--- src/rtl/size_offset_pkg.sv ---
// shared constants and carrier types for the size and antenna offset encoder
package size_offset_pkg;

  // ----------------------------------------
  // register map, byte addresses
  // ----------------------------------------
  localparam logic [7:0] REG_SIZE_ADDR = 8'h00;
  localparam logic [7:0] REG_OFFSET_ADDR = 8'h04;
  localparam logic [7:0] REG_FIELDS_ADDR = 8'h08;

  // ----------------------------------------
  // field positions
  // ----------------------------------------
  localparam int SIZE_LEN_LSB = 0;
  localparam int SIZE_WID_LSB = 16;
  localparam int SIZE_VALID_BIT = 31;
  localparam int LAT_DM_LSB = 0;
  localparam int LAT_RIGHT_BIT = 8;
  localparam int LAT_VALID_BIT = 9;
  localparam int LNG_DM_LSB = 16;
  localparam int LNG_SENSOR_BIT = 30;
  localparam int LNG_VALID_BIT = 31;
  localparam int FLD_SIZE_LSB = 0;
  localparam int FLD_LAT_LSB = 4;
  localparam int FLD_LNG_LSB = 8;

  // ----------------------------------------
  // dimensions in decimetres
  // ----------------------------------------
  localparam int DIM_W = 12;
  localparam int LAT_W = 7;
  localparam int LNG_W = 10;
  localparam logic [11:0] LEN_LIMIT_DM = 12'h352;
  localparam logic [11:0] WID_LIMIT_DM = 12'h384;
  localparam logic [11:0] LEN_BOUND_DM [0:7] = '{
    12'h096, 12'h0FA, 12'h15E, 12'h1C2, 12'h226, 12'h28A, 12'h2EE, 12'h352};
  localparam logic [11:0] WID_BOUND_DM [1:15] = '{
    12'h0E6, 12'h11D, 12'h154, 12'h14A, 12'h17C, 12'h18B, 12'h1C2, 12'h1C2,
    12'h208, 12'h253, 12'h29E, 12'h2D5, 12'h320, 12'h320, 12'h384};

  // ----------------------------------------
  // codes and reset values
  // ----------------------------------------
  localparam logic [3:0] SIZE_NO_DATA = 4'h0;
  localparam logic [3:0] SIZE_OVER = 4'hF;
  localparam logic [2:0] LAT_NO_DATA = 3'h0;
  localparam logic [1:0] LAT_MAG_MAX = 2'h3;
  localparam logic [7:0] LAT_STEP_DM = 8'h14;
  localparam logic [7:0] LAT_HALF_DM = 8'h0A;
  localparam logic [4:0] LNG_NO_DATA = 5'h00;
  localparam logic [4:0] LNG_SENSOR = 5'h01;
  localparam logic [4:0] LNG_MIN_CODE = 5'h02;
  localparam logic [4:0] LNG_MAX_CODE = 5'h1F;
  localparam logic [9:0] LNG_LIMIT_DM = 10'h258;
  localparam logic [31:0] REG_RESET = 32'h0000_0000;

  // ----------------------------------------
  // carriers
  // ----------------------------------------
  typedef struct packed {
    logic valid;
    logic [11:0] length_dm;
    logic [11:0] width_dm;
  } size_cfg_t;

  typedef struct packed {
    logic valid;
    logic right;
    logic [6:0] dist_dm;
  } lat_cfg_t;

  typedef struct packed {
    logic [3:0] size_code;
    logic [2:0] lateral;
    logic [4:0] longitudinal;
  } me_fields_t;

endpackage : size_offset_pkg

--- src/rtl/lateral_offset_encoder.sv ---
// lateral antenna offset to direction and magnitude field
`timescale 1ns/1ps
module lateral_offset_encoder
  import size_offset_pkg::*;
#(
  parameter int OFFSET_W = LAT_W
) (
  // clock and reset
  input wire logic clk,
  input wire logic rstn,
  // offset in
  input wire lat_cfg_t cfg,
  // field out, bit 2 is direction
  output logic [2:0] field
);

  if (OFFSET_W != LAT_W) begin : g_bad_width
    $error("lateral offset width must match the carrier");
  end

  logic [7:0] rounded;
  logic [1:0] mag;

  // ----------------------------------------
  // round and saturate
  // ----------------------------------------
  // round half step
  assign rounded = 8'((9'(cfg.dist_dm) + 9'(LAT_HALF_DM)) / 9'(LAT_STEP_DM));
  assign mag = (rounded > 8'(LAT_MAG_MAX)) ? LAT_MAG_MAX : rounded[1:0];

  always_ff @(posedge clk) begin
    if (!rstn) begin
      field <= LAT_NO_DATA;
    end else if (!cfg.valid) begin
      field <= LAT_NO_DATA;
    end else if (mag == 2'h0) begin
      // left zero would read as no data, so zero is sent as right
      field <= {1'b1, 2'h0};
    end else begin
      field <= {cfg.right, mag};
    end
  end

  // ----------------------------------------
  // checks
  // ----------------------------------------
  AST_LAT_SAT: assert property (@(posedge clk) disable iff (!rstn)
    cfg.valid && cfg.dist_dm > 7'h3C |=> field[1:0] == 2'h3)
    else $error("lateral offset beyond six metres not saturated");
  AST_LAT_ROUND: assert property (@(posedge clk) disable iff (!rstn)
    cfg.valid && cfg.dist_dm >= 7'h0A && cfg.dist_dm < 7'h1E |=> field[1:0] == 2'h1)
    else $error("lateral offset rounding wrong");
  AST_LAT_NODATA: assert property (@(posedge clk) disable iff (!rstn)
    !cfg.valid |=> field == 3'h0)
    else $error("lateral no data code wrong");
  AST_LAT_DIR: assert property (@(posedge clk) disable iff (!rstn)
    cfg.valid && cfg.dist_dm >= 7'h0A |=> field[2] == $past(cfg.right))
    else $error("lateral direction bit wrong");
  COV_LAT_ZERO: cover property (@(posedge clk) disable iff (!rstn) field == 3'h4);

endmodule : lateral_offset_encoder

--- src/rtl/aircraft_size_antenna_offset_encoder.sv ---
// size code and antenna offset field encoder with register port
//
// What this block does
// - the size code is four bits, a three-bit length category then one width bit.
// - the code is the lowest one whose length and width bounds both cover the aircraft.
// - length above 85 m or width above 90 m gives code 15, and code 0 means no data.
// - length bounds are 15 to 85 m in steps of 10, width bounds follow the fixed table.
// - a lateral offset and a separate longitudinal offset from the nose are provided.
// - the lateral field is a direction bit, 0 left 1 right, then a two-bit magnitude.
// - magnitudes 1 to 3 mean 2, 4, 6 m; zero is no data on the left, zero offset on the right.
// - a lateral offset above 6 m saturates to the 6 m code.
// - the offset is rounded to the nearest 2 m step before coding.
//
// Design decisions made here: the register offsets and strobed register access.
`timescale 1ns/1ps
module aircraft_size_antenna_offset_encoder
  import size_offset_pkg::*;
(
  // clock and reset
  input wire logic clk,
  input wire logic rstn,
  // register port
  input wire logic [7:0] addr,
  input wire logic [31:0] wdata,
  input wire logic wr,
  input wire logic rd,
  output logic [31:0] rdata,
  // fields to the message assembler
  output me_fields_t fields
);

  // ----------------------------------------
  // helpers
  // ----------------------------------------
  function automatic logic fits(input logic [3:0] code, input logic [11:0] len,
                                input logic [11:0] wid);
    fits = (len <= LEN_BOUND_DM[code[3:1]]) && (wid <= WID_BOUND_DM[code]);
  endfunction : fits

  function automatic logic [3:0] size_of(input size_cfg_t c);
    logic [3:0] code;
    code = SIZE_OVER;
    for (int i = 15; i >= 1; i--) begin
      if (fits(4'(i), c.length_dm, c.width_dm)) begin
        code = 4'(i);
      end
    end
    size_of = code;
  endfunction : size_of

  // ----------------------------------------
  // registers
  // ----------------------------------------
  logic [31:0] size_reg;
  logic [31:0] offset_reg;
  size_cfg_t size_cfg;
  lat_cfg_t lat_cfg;
  logic [LNG_W-1:0] lng_dm;
  logic [3:0] next_size;
  logic [4:0] next_lng;
  logic [3:0] size_code;
  logic [4:0] lng_code;
  logic [2:0] lat_field;
  logic [LNG_W-1:0] lng_steps;

  always_ff @(posedge clk) begin
    if (!rstn) begin
      size_reg <= REG_RESET;
    end else if (wr && addr == REG_SIZE_ADDR) begin
      size_reg <= wdata;
    end
  end

  always_ff @(posedge clk) begin
    if (!rstn) begin
      offset_reg <= REG_RESET;
    end else if (wr && addr == REG_OFFSET_ADDR) begin
      offset_reg <= wdata;
    end
  end

  // one driver per carrier, fields packed in declaration order
  assign size_cfg = {size_reg[SIZE_VALID_BIT], size_reg[SIZE_LEN_LSB +: DIM_W],
                     size_reg[SIZE_WID_LSB +: DIM_W]};
  assign lat_cfg = {offset_reg[LAT_VALID_BIT], offset_reg[LAT_RIGHT_BIT],
                    offset_reg[LAT_DM_LSB +: LAT_W]};
  assign lng_dm = offset_reg[LNG_DM_LSB +: LNG_W];

  // ----------------------------------------
  // size code
  // ----------------------------------------
  // lowest covering code
  always_comb begin
    if (!size_cfg.valid) begin
      next_size = SIZE_NO_DATA;
    end else if (size_cfg.length_dm > LEN_LIMIT_DM || size_cfg.width_dm > WID_LIMIT_DM) begin
      next_size = SIZE_OVER;
    end else begin
      next_size = size_of(size_cfg);
    end
  end

  // ----------------------------------------
  // offsets
  // ----------------------------------------
  // lateral field
  lateral_offset_encoder #(
    .OFFSET_W(LAT_W)
  ) u_lateral (
    .clk(clk),
    .rstn(rstn),
    .cfg(lat_cfg),
    .field(lat_field)
  );

  // longitudinal, rounded, two metres per step
  assign lng_steps = LNG_W'((11'(lng_dm) + 11'(LAT_HALF_DM)) / 11'(LAT_STEP_DM));
  always_comb begin
    if (!offset_reg[LNG_VALID_BIT]) begin
      next_lng = LNG_NO_DATA;
    end else if (offset_reg[LNG_SENSOR_BIT]) begin
      next_lng = LNG_SENSOR;
    end else if (lng_dm > LNG_LIMIT_DM) begin
      next_lng = LNG_MAX_CODE;
    end else if (lng_steps == '0) begin
      // the first code above the sensor flag is the smallest distance
      next_lng = LNG_MIN_CODE;
    end else begin
      next_lng = 5'(lng_steps + 1'b1);
    end
  end

  // ----------------------------------------
  // outputs
  // ----------------------------------------
  // registered size and longitudinal codes
  always_ff @(posedge clk) begin
    if (!rstn) begin
      size_code <= SIZE_NO_DATA;
      lng_code <= LNG_NO_DATA;
    end else begin
      size_code <= next_size;
      lng_code <= next_lng;
    end
  end

  // lateral field already comes from a flop inside the encoder
  assign fields = {size_code, lat_field, lng_code};

  // unmapped addresses read as zero
  always_ff @(posedge clk) begin
    if (!rstn) begin
      rdata <= REG_RESET;
    end else if (rd) begin
      case (addr)
        REG_SIZE_ADDR: rdata <= size_reg;
        REG_OFFSET_ADDR: rdata <= offset_reg;
        REG_FIELDS_ADDR: begin
          rdata <= '0;
          rdata[FLD_SIZE_LSB +: 4] <= fields.size_code;
          rdata[FLD_LAT_LSB +: 3] <= fields.lateral;
          rdata[FLD_LNG_LSB +: 5] <= fields.longitudinal;
        end
        default: rdata <= '0;
      endcase
    end else begin
      rdata <= '0;
    end
  end

  // ----------------------------------------
  // checks
  // ----------------------------------------
  AST_SIZE_RESET: assert property (@(posedge clk)
    !rstn |=> fields.size_code == 4'h0 && fields.longitudinal == 5'h00)
    else $error("reset did not force no data codes");
  AST_SIZE_OVER: assert property (@(posedge clk) disable iff (!rstn)
    size_cfg.valid && (size_cfg.length_dm > 12'h352 || size_cfg.width_dm > 12'h384)
    |=> fields.size_code == 4'hF)
    else $error("oversize aircraft not coded 15");
  AST_SIZE_NODATA: assert property (@(posedge clk) disable iff (!rstn)
    !size_cfg.valid |=> fields.size_code == 4'h0)
    else $error("missing dimensions not coded 0");
  AST_SIZE_COVERS: assert property (@(posedge clk) disable iff (!rstn)
    size_cfg.valid && size_cfg.length_dm <= 12'h352 && size_cfg.width_dm <= 12'h384
    |=> fits(fields.size_code, $past(size_cfg.length_dm), $past(size_cfg.width_dm)))
    else $error("size code does not cover the aircraft");
  AST_SIZE_LOWEST: assert property (@(posedge clk) disable iff (!rstn)
    size_cfg.valid ##1 fields.size_code > 4'h1
    |-> !fits(fields.size_code - 4'h1, $past(size_cfg.length_dm), $past(size_cfg.width_dm)))
    else $error("a lower size code would have fitted");
  AST_SIZE_SMALL: assert property (@(posedge clk) disable iff (!rstn)
    size_cfg.valid && size_cfg.length_dm <= 12'h096 && size_cfg.width_dm <= 12'h0E6
    |=> fields.size_code == 4'h1)
    else $error("smallest aircraft not coded 1");
  AST_LNG_SAT: assert property (@(posedge clk) disable iff (!rstn)
    offset_reg[LNG_VALID_BIT] && !offset_reg[LNG_SENSOR_BIT] && lng_dm > 10'h258
    |=> fields.longitudinal == 5'h1F)
    else $error("longitudinal offset not saturated");
  AST_RD_FIELDS: assert property (@(posedge clk) disable iff (!rstn)
    rd && addr == REG_FIELDS_ADDR |=> rdata[3:0] == $past(fields.size_code))
    else $error("field readback wrong");
  AST_SIZE_LOWER2: assert property (@(posedge clk) disable iff (!rstn)
    size_cfg.valid ##1 fields.size_code > 4'h2
    |-> !fits(fields.size_code - 4'h2, $past(size_cfg.length_dm), $past(size_cfg.width_dm)))
    else $error("a size code two below would have fitted");
  AST_LNG_NODATA: assert property (@(posedge clk) disable iff (!rstn)
    !offset_reg[LNG_VALID_BIT] |=> fields.longitudinal == 5'h00)
    else $error("longitudinal no data code wrong");
  AST_LNG_SENSOR: assert property (@(posedge clk) disable iff (!rstn)
    offset_reg[LNG_VALID_BIT] && offset_reg[LNG_SENSOR_BIT] |=> fields.longitudinal == 5'h01)
    else $error("longitudinal sensor code wrong");
  AST_LNG_MIN: assert property (@(posedge clk) disable iff (!rstn)
    offset_reg[LNG_VALID_BIT] && !offset_reg[LNG_SENSOR_BIT] && lng_dm < 10'h00A
    |=> fields.longitudinal == 5'h02)
    else $error("smallest longitudinal offset not coded 2");
  AST_RD_SIZE: assert property (@(posedge clk) disable iff (!rstn)
    rd && addr == REG_SIZE_ADDR |=> rdata == $past(size_reg))
    else $error("size register readback wrong");
  AST_RD_OFFSET: assert property (@(posedge clk) disable iff (!rstn)
    rd && addr == REG_OFFSET_ADDR |=> rdata == $past(offset_reg))
    else $error("offset register readback wrong");
  AST_RD_UNMAPPED: assert property (@(posedge clk) disable iff (!rstn)
    rd && addr != REG_SIZE_ADDR && addr != REG_OFFSET_ADDR && addr != REG_FIELDS_ADDR
    |=> rdata == 32'h0)
    else $error("unmapped address did not read zero");
  AST_RD_IDLE: assert property (@(posedge clk) disable iff (!rstn)
    !rd |=> rdata == 32'h0)
    else $error("read data not zero outside a read");
  COV_SIZE_OVER: cover property (@(posedge clk) disable iff (!rstn) fields.size_code == 4'hF);
  COV_SIZE_MID: cover property (@(posedge clk) disable iff (!rstn) fields.size_code == 4'h9);
  COV_LNG_MAX: cover property (@(posedge clk) disable iff (!rstn) fields.longitudinal == 5'h1F);
  COV_LAT_LEFT: cover property (@(posedge clk) disable iff (!rstn) fields.lateral == 3'h3);

endmodule : aircraft_size_antenna_offset_encoder

--- config.mk ---
export PLATFORM = sky130hd
export DESIGN_NAME = aircraft_size_antenna_offset_encoder
export DESIGN_NICKNAME = d
export VERILOG_FILES = /design/src/rtl/size_offset_pkg.sv /design/src/rtl/lateral_offset_encoder.sv /design/src/rtl/aircraft_size_antenna_offset_encoder.sv
export SDC_FILE = /design/constraint.sdc
export NUM_CORES = 1
export LEC_CHECK = 0
export ABC_AREA = 1
export BUFFER_PORTS_ARGS = -buffer_cell sky130_fd_sc_hd__buf_4
export CAP_MARGIN = 20
export CORE_AREA = 3 3 110 112
export CTS_CLUSTER_SIZE = 28
export DETAILED_ROUTE_END_ITERATION = 10
export DIE_AREA = 0 0 113 115
export GPL_TIMING_DRIVEN = 0
export PLACE_DENSITY = 0.75
export SYNTH_ARGS = -nofsm -noshare
export SYNTH_HDL_FRONTEND = slang
export SYNTH_HIERARCHICAL = 1
export SYNTH_SLANG_ARGS = --single-unit
--- constraint.sdc ---
create_clock -name clk -period 5 [get_ports clk]
set_input_delay 0.5 -clock clk [delete_from_list [all_inputs] [get_ports clk]]
set_output_delay 0.5 -clock clk [all_outputs]
set_load 0.005 [all_outputs]
==> results.tsv, run 1 <==
metric	value	unit
cpMostUsedCell	nand2_2	
io_buffer_count	87	
io-pin-count	88	
post-dp-hpwl	14800	um
pwr_density_cell	208	mW/mm^2
grt_max_degree	19	
critPathRequiredTime	5.24	ns
hold_path_startpoint	wdata[28]	
track_usage	29.4	%
ys_top_cells_by_area	dfxtp_1 (33%), nand2_1 (11%), inv_1 (7.0%)	
cp_slowest_cell	dfxtp_4	
drtAntennaViolNets	0	
drive_above_1_share	23.4	%
gp_congestion	0.970	
drc_errors	0	
fmax	217	MHz
die_x	113	um
yosysMostFrequentCell	nand2_1	
first_global_vias	6214	
syn_to_final_growth	24.7	%
critPathCaptureType	flop	
synthArstFlopShare	0	%
path_buf_inv	1	
core.rowCount	39	
skew	0.00466	ns
cts_buffers	9	
grt_overflow	0	
crit_type	flop to flop	
critPathTopFamily	simple AND/OR/NAND/NOR gates	
core	0.0113	mm^2
peakVddDrop	260	uV
period_minus_slack	4.62	ns
clock-sinks	108	
p_leak	3.62	nW
syn_area	0.00648	mm^2
htree_levels	3	
drv_slew	0	
rr_startpoint	offset_reg[17]	
initial_utilization	57.2	%
synth-seq-cells	108	
arrival	4.86	ns
ys.warnings.count	6	
r2r_end	lng_code[0]	
yosysTopAreaCellShare	33.4	%
vias_per_cell	5.57	
worst_setup_path_start_kind	flop	
drt-pass1-iter-count	7	
tightestPinTransition	0.943	ns
syn_avg_cell_area	6.65	um^2
hold_path_class	input port to flop	
fin_cells	1246	
outcome	complete, no violations	
clkTransAtPathRegs	0.07	ns
reg2reg_depth	42	
hold_buffers	0	
finalPower	1.68	mW
die_h	115	um
syn_inst	975	
fin_tns_setup	0	ns
yosysUniqueCellTypes	53	
dp.cells	1205	
hold_path_end	offset_reg[28]	
hold_depth	3	
fillers	983	
synthTopCellsByCount	nand2_1 (195), inv_1 (120), dfxtp_1 (108), nor2_1 (108), o21ai_0 (84)	
synth_top_area_cell	dfxtp_1	
root_buffer	clkbuf_16	
wl_per_cell	15.9	um
fin_crit_sh	92.4	%
hold_ws	0.371	ns
reg2reg_slack	0.38	ns
antenna_found_initial	0	
seq_area_frac_synth	33.4	%
max_stage_delay	0.38	ns
hold_viol	0	
relSlewSlack	36.6	%
drt_iter0_drc	646	
grt_pass1_wl	30600	um
tritoncts	built	
insertion_delay	0.36	ns
ys_dominant_reg_cell	dfxtp_1	
vias	6937	
totalWireLength	19900	um
dieArea	0.0130	mm^2
n_antenna_cell	0	
ctsLongestPathBuffers	2	
cap_viol_max_count	0	
final_nets	1150	
crit_fanout	8	
synth_fp_nets	1027	
setup_viol	0	
synth-edff-count	0	
-- cell families after synthesis --
family	after synthesis	synth area share [%]
simple gates	462	33.9
compound gates	212	19.2
buf+inv	174	10.2
flops	108	33.4
xor+xnor	11	1.72
fa+ha+maj	8	1.54
-- worst max-delay path by stage --
stage	start	to	slack, ns	cells past startpoint
finish	offset_reg[17]	lng_code[0]	0.38	42
floorplan	offset_reg[17]	lng_code[2]	0.71	43
global placement	offset_reg[17]	lng_code[0]	-0.07	43
global route	offset_reg[18]	lng_code[2]	-0.01	44
CTS	offset_reg[18]	lng_code[0]	0.01	43
detailed placement	offset_reg[17]	lng_code[0]	-0.10	43
-- what timing repair did --
action / in CTS / in global routing
pin swaps: 0 / 39
cloned: 0 / 3
setup buffers: 0 / 22
gates resized for setup: 2 / 70
setup endpoints to repair: 3 / 4
-- where the power goes --
group | internal [mW] | switching, mW
clock | 0.394 | 0.340
combinational | 0.0364 | 0.0491
sequential | 0.859 | 0.00126
-- area by class of cell --
cell class | instances | area (um^2) | share of cell area [%]
inverters | 139 | 532 | 6.58
clock buffers | 10 | 229 | 2.83
clock inverters | 6 | 71.3 | 0.882
repair buffers | 109 | 818 | 10.1
well taps | 143 | 179 | 2.21
plain buffers | 35 | 143 | 1.76
multi-input cells | 696 | 3940 | 48.7
flip-flops and latches | 108 | 2180 | 26.9
-- per-layer routing --
| layer | track usage (%) | routed length, um | vias up |
|---|---|---|---|
| met2 | 48.1 | 9250 | 312 |
| met5 | 0 | 0 | - |
| li1 | - | - | 3431 |
| met4 | 9.13 | 461 | 0 |
| met1 | 40.2 | 8630 | 3154 |
| met3 | 4.63 | 1520 | 40 |
-- placed cells by master (no fill, tap or decap), types with 3 or more instances in the layout --
cell and instances:
nand2_1 176, inv_1 119, buf_4 110, nor2_1 106, dfxtp_1 103, o21ai_0 81, a21oi_1 73, nand3_1 57
nand2_2 43, clkbuf_1 34, nand2_4 22, inv_2 13, nor3_1 13, nor2_4 12, o221ai_1 11, clkbuf_16 9
o211ai_1 8, nor4_1 7, nor2_2 6, xor2_1 6, nand4_1 6, o31ai_1 6, ha_1 6, nand3_2 5
o21ai_1 4, nand2_8 4, inv_4 4, a31oi_1 4, clkinv_1 3, dfxtp_4 3
-- worst reg2reg max path, delay by kind of cell (launching register included) --
family                   cells  cell delay, ns
AO/OA/AOI/OAI                2            0.13
buffers and inverters        1            0.06
adder cells (fa/ha/maj)      2            0.31
flip-flops                   1            0.38
AND/OR/NAND/NOR             37            3.64
-- metrics by stage --
step | utilization (%) | setup slack (ns) | area, um^2
final | 71.4 | 0.381 | 8080
after detailed placement | 64.6 | -0.102 | 7310
after floorplan | - | 0.714 | 6480
after global placement | 64.6 | -0.0694 | 7310
after CTS | 67.3 | 0.0122 | 7620
after global routing | 71.4 | -0.0144 | 8080
Power figures use the tool's default switching activity.
==> run 2: changes to the inputs <==
Settings changed: BUFFER_PORTS_ARGS -buffer_cell sky130_fd_sc_hd__buf_4 to unset, CORE_AREA 3 3 110 112 to 3 3 105 107, DIE_AREA 0 0 113 115 to 0 0 108 110, DONT_BUFFER_PORTS set to 1, RECOVER_POWER set to 50.
==> results.tsv, run 2 (same netlist as run 1, synthesis figures left out) <==
metric	value	unit
io-pin-count	88	
core.rowCount	37	
place_area	0.00665	mm^2
fin_crit_sh	93.8	%
cts_buffers	9	
first_global_vias	6230	
crit_fanout	8	
multi_input_area	0.00382	mm^2
n_antenna_cell	0	
drc_errors	0	
relSlewSlack	42.8	%
ctsLongestPathBuffers	2	
cpMostUsedCell	nand2_2	
grt_overflow	0	
drt-pass1-iter-count	9	
hold_path_class	input port to flop	
fmax	213	MHz
design_area	0.00714	mm^2
fin_tns_setup	0	ns
outcome	complete, no violations	
critPathCaptureType	flop	
root_buffer	clkbuf_8	
arrival	4.96	ns
hold_viol	0	
layout.area.seq	0.00218	mm^2
dieArea	0.0119	mm^2
final_nets	1053	
clock-sinks	108	
setup_viol	0	
post-dp-hpwl	14900	um
drv_slew	0	
tritoncts	built	
drt_iter0_drc	710	
gp_congestion	0.944	
post-route-util	69.8	%
worst_setup_path_start_kind	flop	
pwr_density_cell	204	mW/mm^2
hold_buffers	0	
peakVddDrop	219	uV
crit_type	flop to flop	
die_h	110	um
p_leak	3.01	nW
core	0.0102	mm^2
clkTransAtPathRegs	0.10	ns
skew	0.0143	ns
fillers	887	
track_usage	32.2	%
drive_above_1_share	15.4	%
initial_utilization	63.3	%
vias	6766	
grt_pass1_wl	30200	um
htree_levels	3	
vias_per_cell	5.92	
die_x	108	um
totalWireLength	19800	um
layout_commonest_cell	nand2_1	
syn_to_final_growth	10.2	%
hold_ws	0.249	ns
tightestPinTransition	0.851	ns
insertion_delay	0.38	ns
io_buffer_count	0	
critPathRequiredTime	5.27	ns
max_stage_delay	0.40	ns
cp_slowest_cell	dfxtp_4	
final_cell_mix	nand2_1 (181), inv_1 (120), nor2_1 (104)	
grt_max_degree	18	
antenna_found_initial	0	
cap_viol_max_count	0	
drtAntennaViolNets	0	
wl_per_cell	17.3	um
period_minus_slack	4.69	ns
==> run 2: cell count changes in the layout (fill, tap and decap cells not counted), sizes merged <==
cell / change
nand2: -1
inv: -1
buf: -95
clkbuf: +1
nor2: -1
==> run 2: worst max-delay path, delay by kind of cell, from the launching register on <==
family	cells	cell delay [ns]
buffers and inverters	1	0.09
DFF	1	0.40
AOI/OAI and AO/OA	2	0.14
and+or+nand+nor	38	3.67
adders and majority gates	2	0.30
==> run 2: metal layers <==
layer  part of all wire, %  track usage (%)
met3                   9.8             7.86
met4                   3.4             13.2
met5                     0                0
met2                    47             54.1
met1                    40             39.8
==> run 2: repair_timing <==
action,CTS,global route
pin swaps,0,28
setup buffers,0,14
gates cloned,0,1
resized for setup,1,51
endpoints found under the setup margin,3,4
==> run 2: power by group <==
part           switching (mW)  total [mW]  internal (mW)
clock network           0.301       0.548          0.248
logic                  0.0363      0.0508         0.0145
registers             0.00129       0.860          0.859
==> run 2: final timing paths <==
check	start	end	slack (ns)	cells after the start
max reg2reg	offset_reg[18]	lng_code[0]	0.31	43
min	wdata[13]	offset_reg[13]	0.25	2
max	offset_reg[18]	lng_code[0]	0.31	43
min reg2reg	offset_reg[11]	offset_reg[11]	0.47	2
==> run 2: metrics by stage <==
step	std cells	setup slack [ns]	total power [mW]
2_1_floorplan	975	0.714	0.914
3_3_place_gp	1111	0.128	0.926
3_5_place_dp	1111	-0.0321	0.927
4_1_cts	1127	0.00162	1.46
5_1_grt	1142	-0.115	1.50
6_report	1142	0.310	1.46
==> run 2: area by class of cell <==
type	count	share of cell area (%)
Inverter	139	7.41
Sequential cell	108	30.5
Timing Repair Buffer	14	1.47
Clock buffer	11	1.98
Multi-Input combinational cell	694	53.5
Buffer	35	2.00
Tap cell	136	2.38
Clock inverter	5	0.841
==> run 3: changes to the inputs <==
Settings changed: REMOVE_ABC_BUFFERS set to 1.
==> results.tsv, run 3 (same netlist as run 1, synthesis figures left out) <==
metric	value	unit
outcome	complete, no violations	
finalPower	1.44	mW
period_minus_slack	4.78	ns
gp_congestion	0.903	
hold_path_startpoint	wdata[13]	
final_cell_mix	nand2_1 (176), inv_1 (119), nor2_1 (107)	
layout_commonest_cell	nand2_1	
met2_usage	51.6	%
cts_buffers	9	
ctsLongestPathBuffers	2	
grt-busiest-layer	met2	
relSlewSlack	4.28	%
die_x	108	um
layout_setup_ws	0.224	ns
use_met3	6.35	%
n_antenna_cell	0	
fin_cells	1120	
rr_startpoint	offset_reg[18]	
crit_start	offset_reg[18]	
wl_per_cell	16.7	um
p_comb_share	2.7	%
post-route-util	69.8	%
insertion_delay	0.37	ns
htree_levels	3	
io_buffer_count	0	
totalWireLength	18800	um
grt_overflow	0	
cpMostUsedCell	nand2_2	
tritoncts	built	
critPathRequiredTime	5.26	ns
final_nets	1031	
fin_crit_sh	95.5	%
max_stage_delay	0.38	ns
vias	6651	
grt_max_degree	69	
antenna_found_initial	0	
initial_utilization	63.3	%
crit_fanout	8	
hold_viol	0	
pwr-share-clk	37.4	%
skew	0.00883	ns
clock-sinks	108	
drt-pass1-iter-count	5	
grt_pass1_wl	28300	um
vias_per_cell	5.94	
core	0.0102	mm^2
pwr_density_cell	201	mW/mm^2
clkTransAtPathRegs	0.10	ns
die_h	110	um
fmax	209	MHz
drc_errors	0	
syn_to_final_growth	10.1	%
hold_path_class	input port to flop	
crit_type	flop to flop	
design_area	0.00714	mm^2
drive_above_1_share	17.5	%
drtAntennaViolNets	0	
post-dp-hpwl	13300	um
worst_setup_path_start_kind	flop	
fin_tns_setup	0	ns
tightestPinTransition	1.42	ns
core.rowCount	37	
cap_viol_max_count	0	
p_int	1.11	mW
root_buffer	clkbuf_8	
dieArea	0.0119	mm^2
p_leak	3.09	nW
arrival	5.04	ns
critPathCaptureType	flop	
place_area	0.00657	mm^2
dpl_worst_slack	-0.00673	ns
hold_buffers	0	
cp_slowest_cell	dfxtp_4	
drv_slew	0	
met1_usage	36.6	%
io-pin-count	88	
dp.cells	1079	
peakVddDrop	159	uV
hold_ws	0.263	ns
setup_viol	0	
track_usage	29.8	%
switching_share	22.9	%
first_global_vias	5941	
fillers	863	
p_seq_share	59.9	%
drt_iter0_drc	543	
p_sw	0.329	mW
## run 3: metal layers
| layer | share of wire, % | wire [um] |
|---|---|---|
| met5 | 0 | 0 |
| met4 | 2.2 | 418 |
| met3 | 8.3 | 1560 |
| met2 | 49 | 9270 |
| met1 | 40 | 7500 |
## run 3: repair_timing
item,CTS,global route
gates cloned,0,3
endpoints found under the setup margin,3,4
buffers inserted,0,22
pin swaps,0,36
endpoints found under the hold margin,0,0
gates resized for setup,1,60
## run 3: worst max-delay path: cells and delay by family (launching register included)
family / cells / cell delay [ns]
buffers and inverters: 5 / 0.46
adder cells (fa/ha/maj): 2 / 0.36
flip-flops: 1 / 0.38
AO/OA/AOI/OAI: 4 / 0.32
XOR/XNOR: 2 / 0.53
AND/OR/NAND/NOR: 27 / 2.60
## run 3: final timing paths
kind,endpoint,slack (ns),depth (start not counted)
min reg2reg,offset_reg[12],0.46,2
min,offset_reg[13],0.26,2
max,lng_code[2],0.22,40
max reg2reg,lng_code[2],0.22,40
## run 3: area by class of cell
class                           count  area, um^2  area share [%]
Tap cell                          136         170            2.38
Timing Repair Buffer               25         228            3.19
Sequential cell                   108        2180            30.6
Clock buffer                       11         131            1.84
Multi-Input combinational cell    696        3840            53.8
Inverter                          139         527            7.38
Clock inverter                      5        61.3           0.859
## run 3: power by group through the flow
| stage | clock network [mW] | logic, mW | registers, mW |
|---|---|---|---|
| 3_3_place_gp | 0 | 0.0338 | 0.882 |
| 2_1_floorplan | 0 | 0.0274 | 0.882 |
| 6_report | 0.536 | 0.0385 | 0.860 |
| 4_1_cts | 0.543 | 0.0364 | 0.862 |
| 3_5_place_dp | 0 | 0.0358 | 0.882 |
| 5_1_grt | 0.580 | 0.0429 | 0.861 |
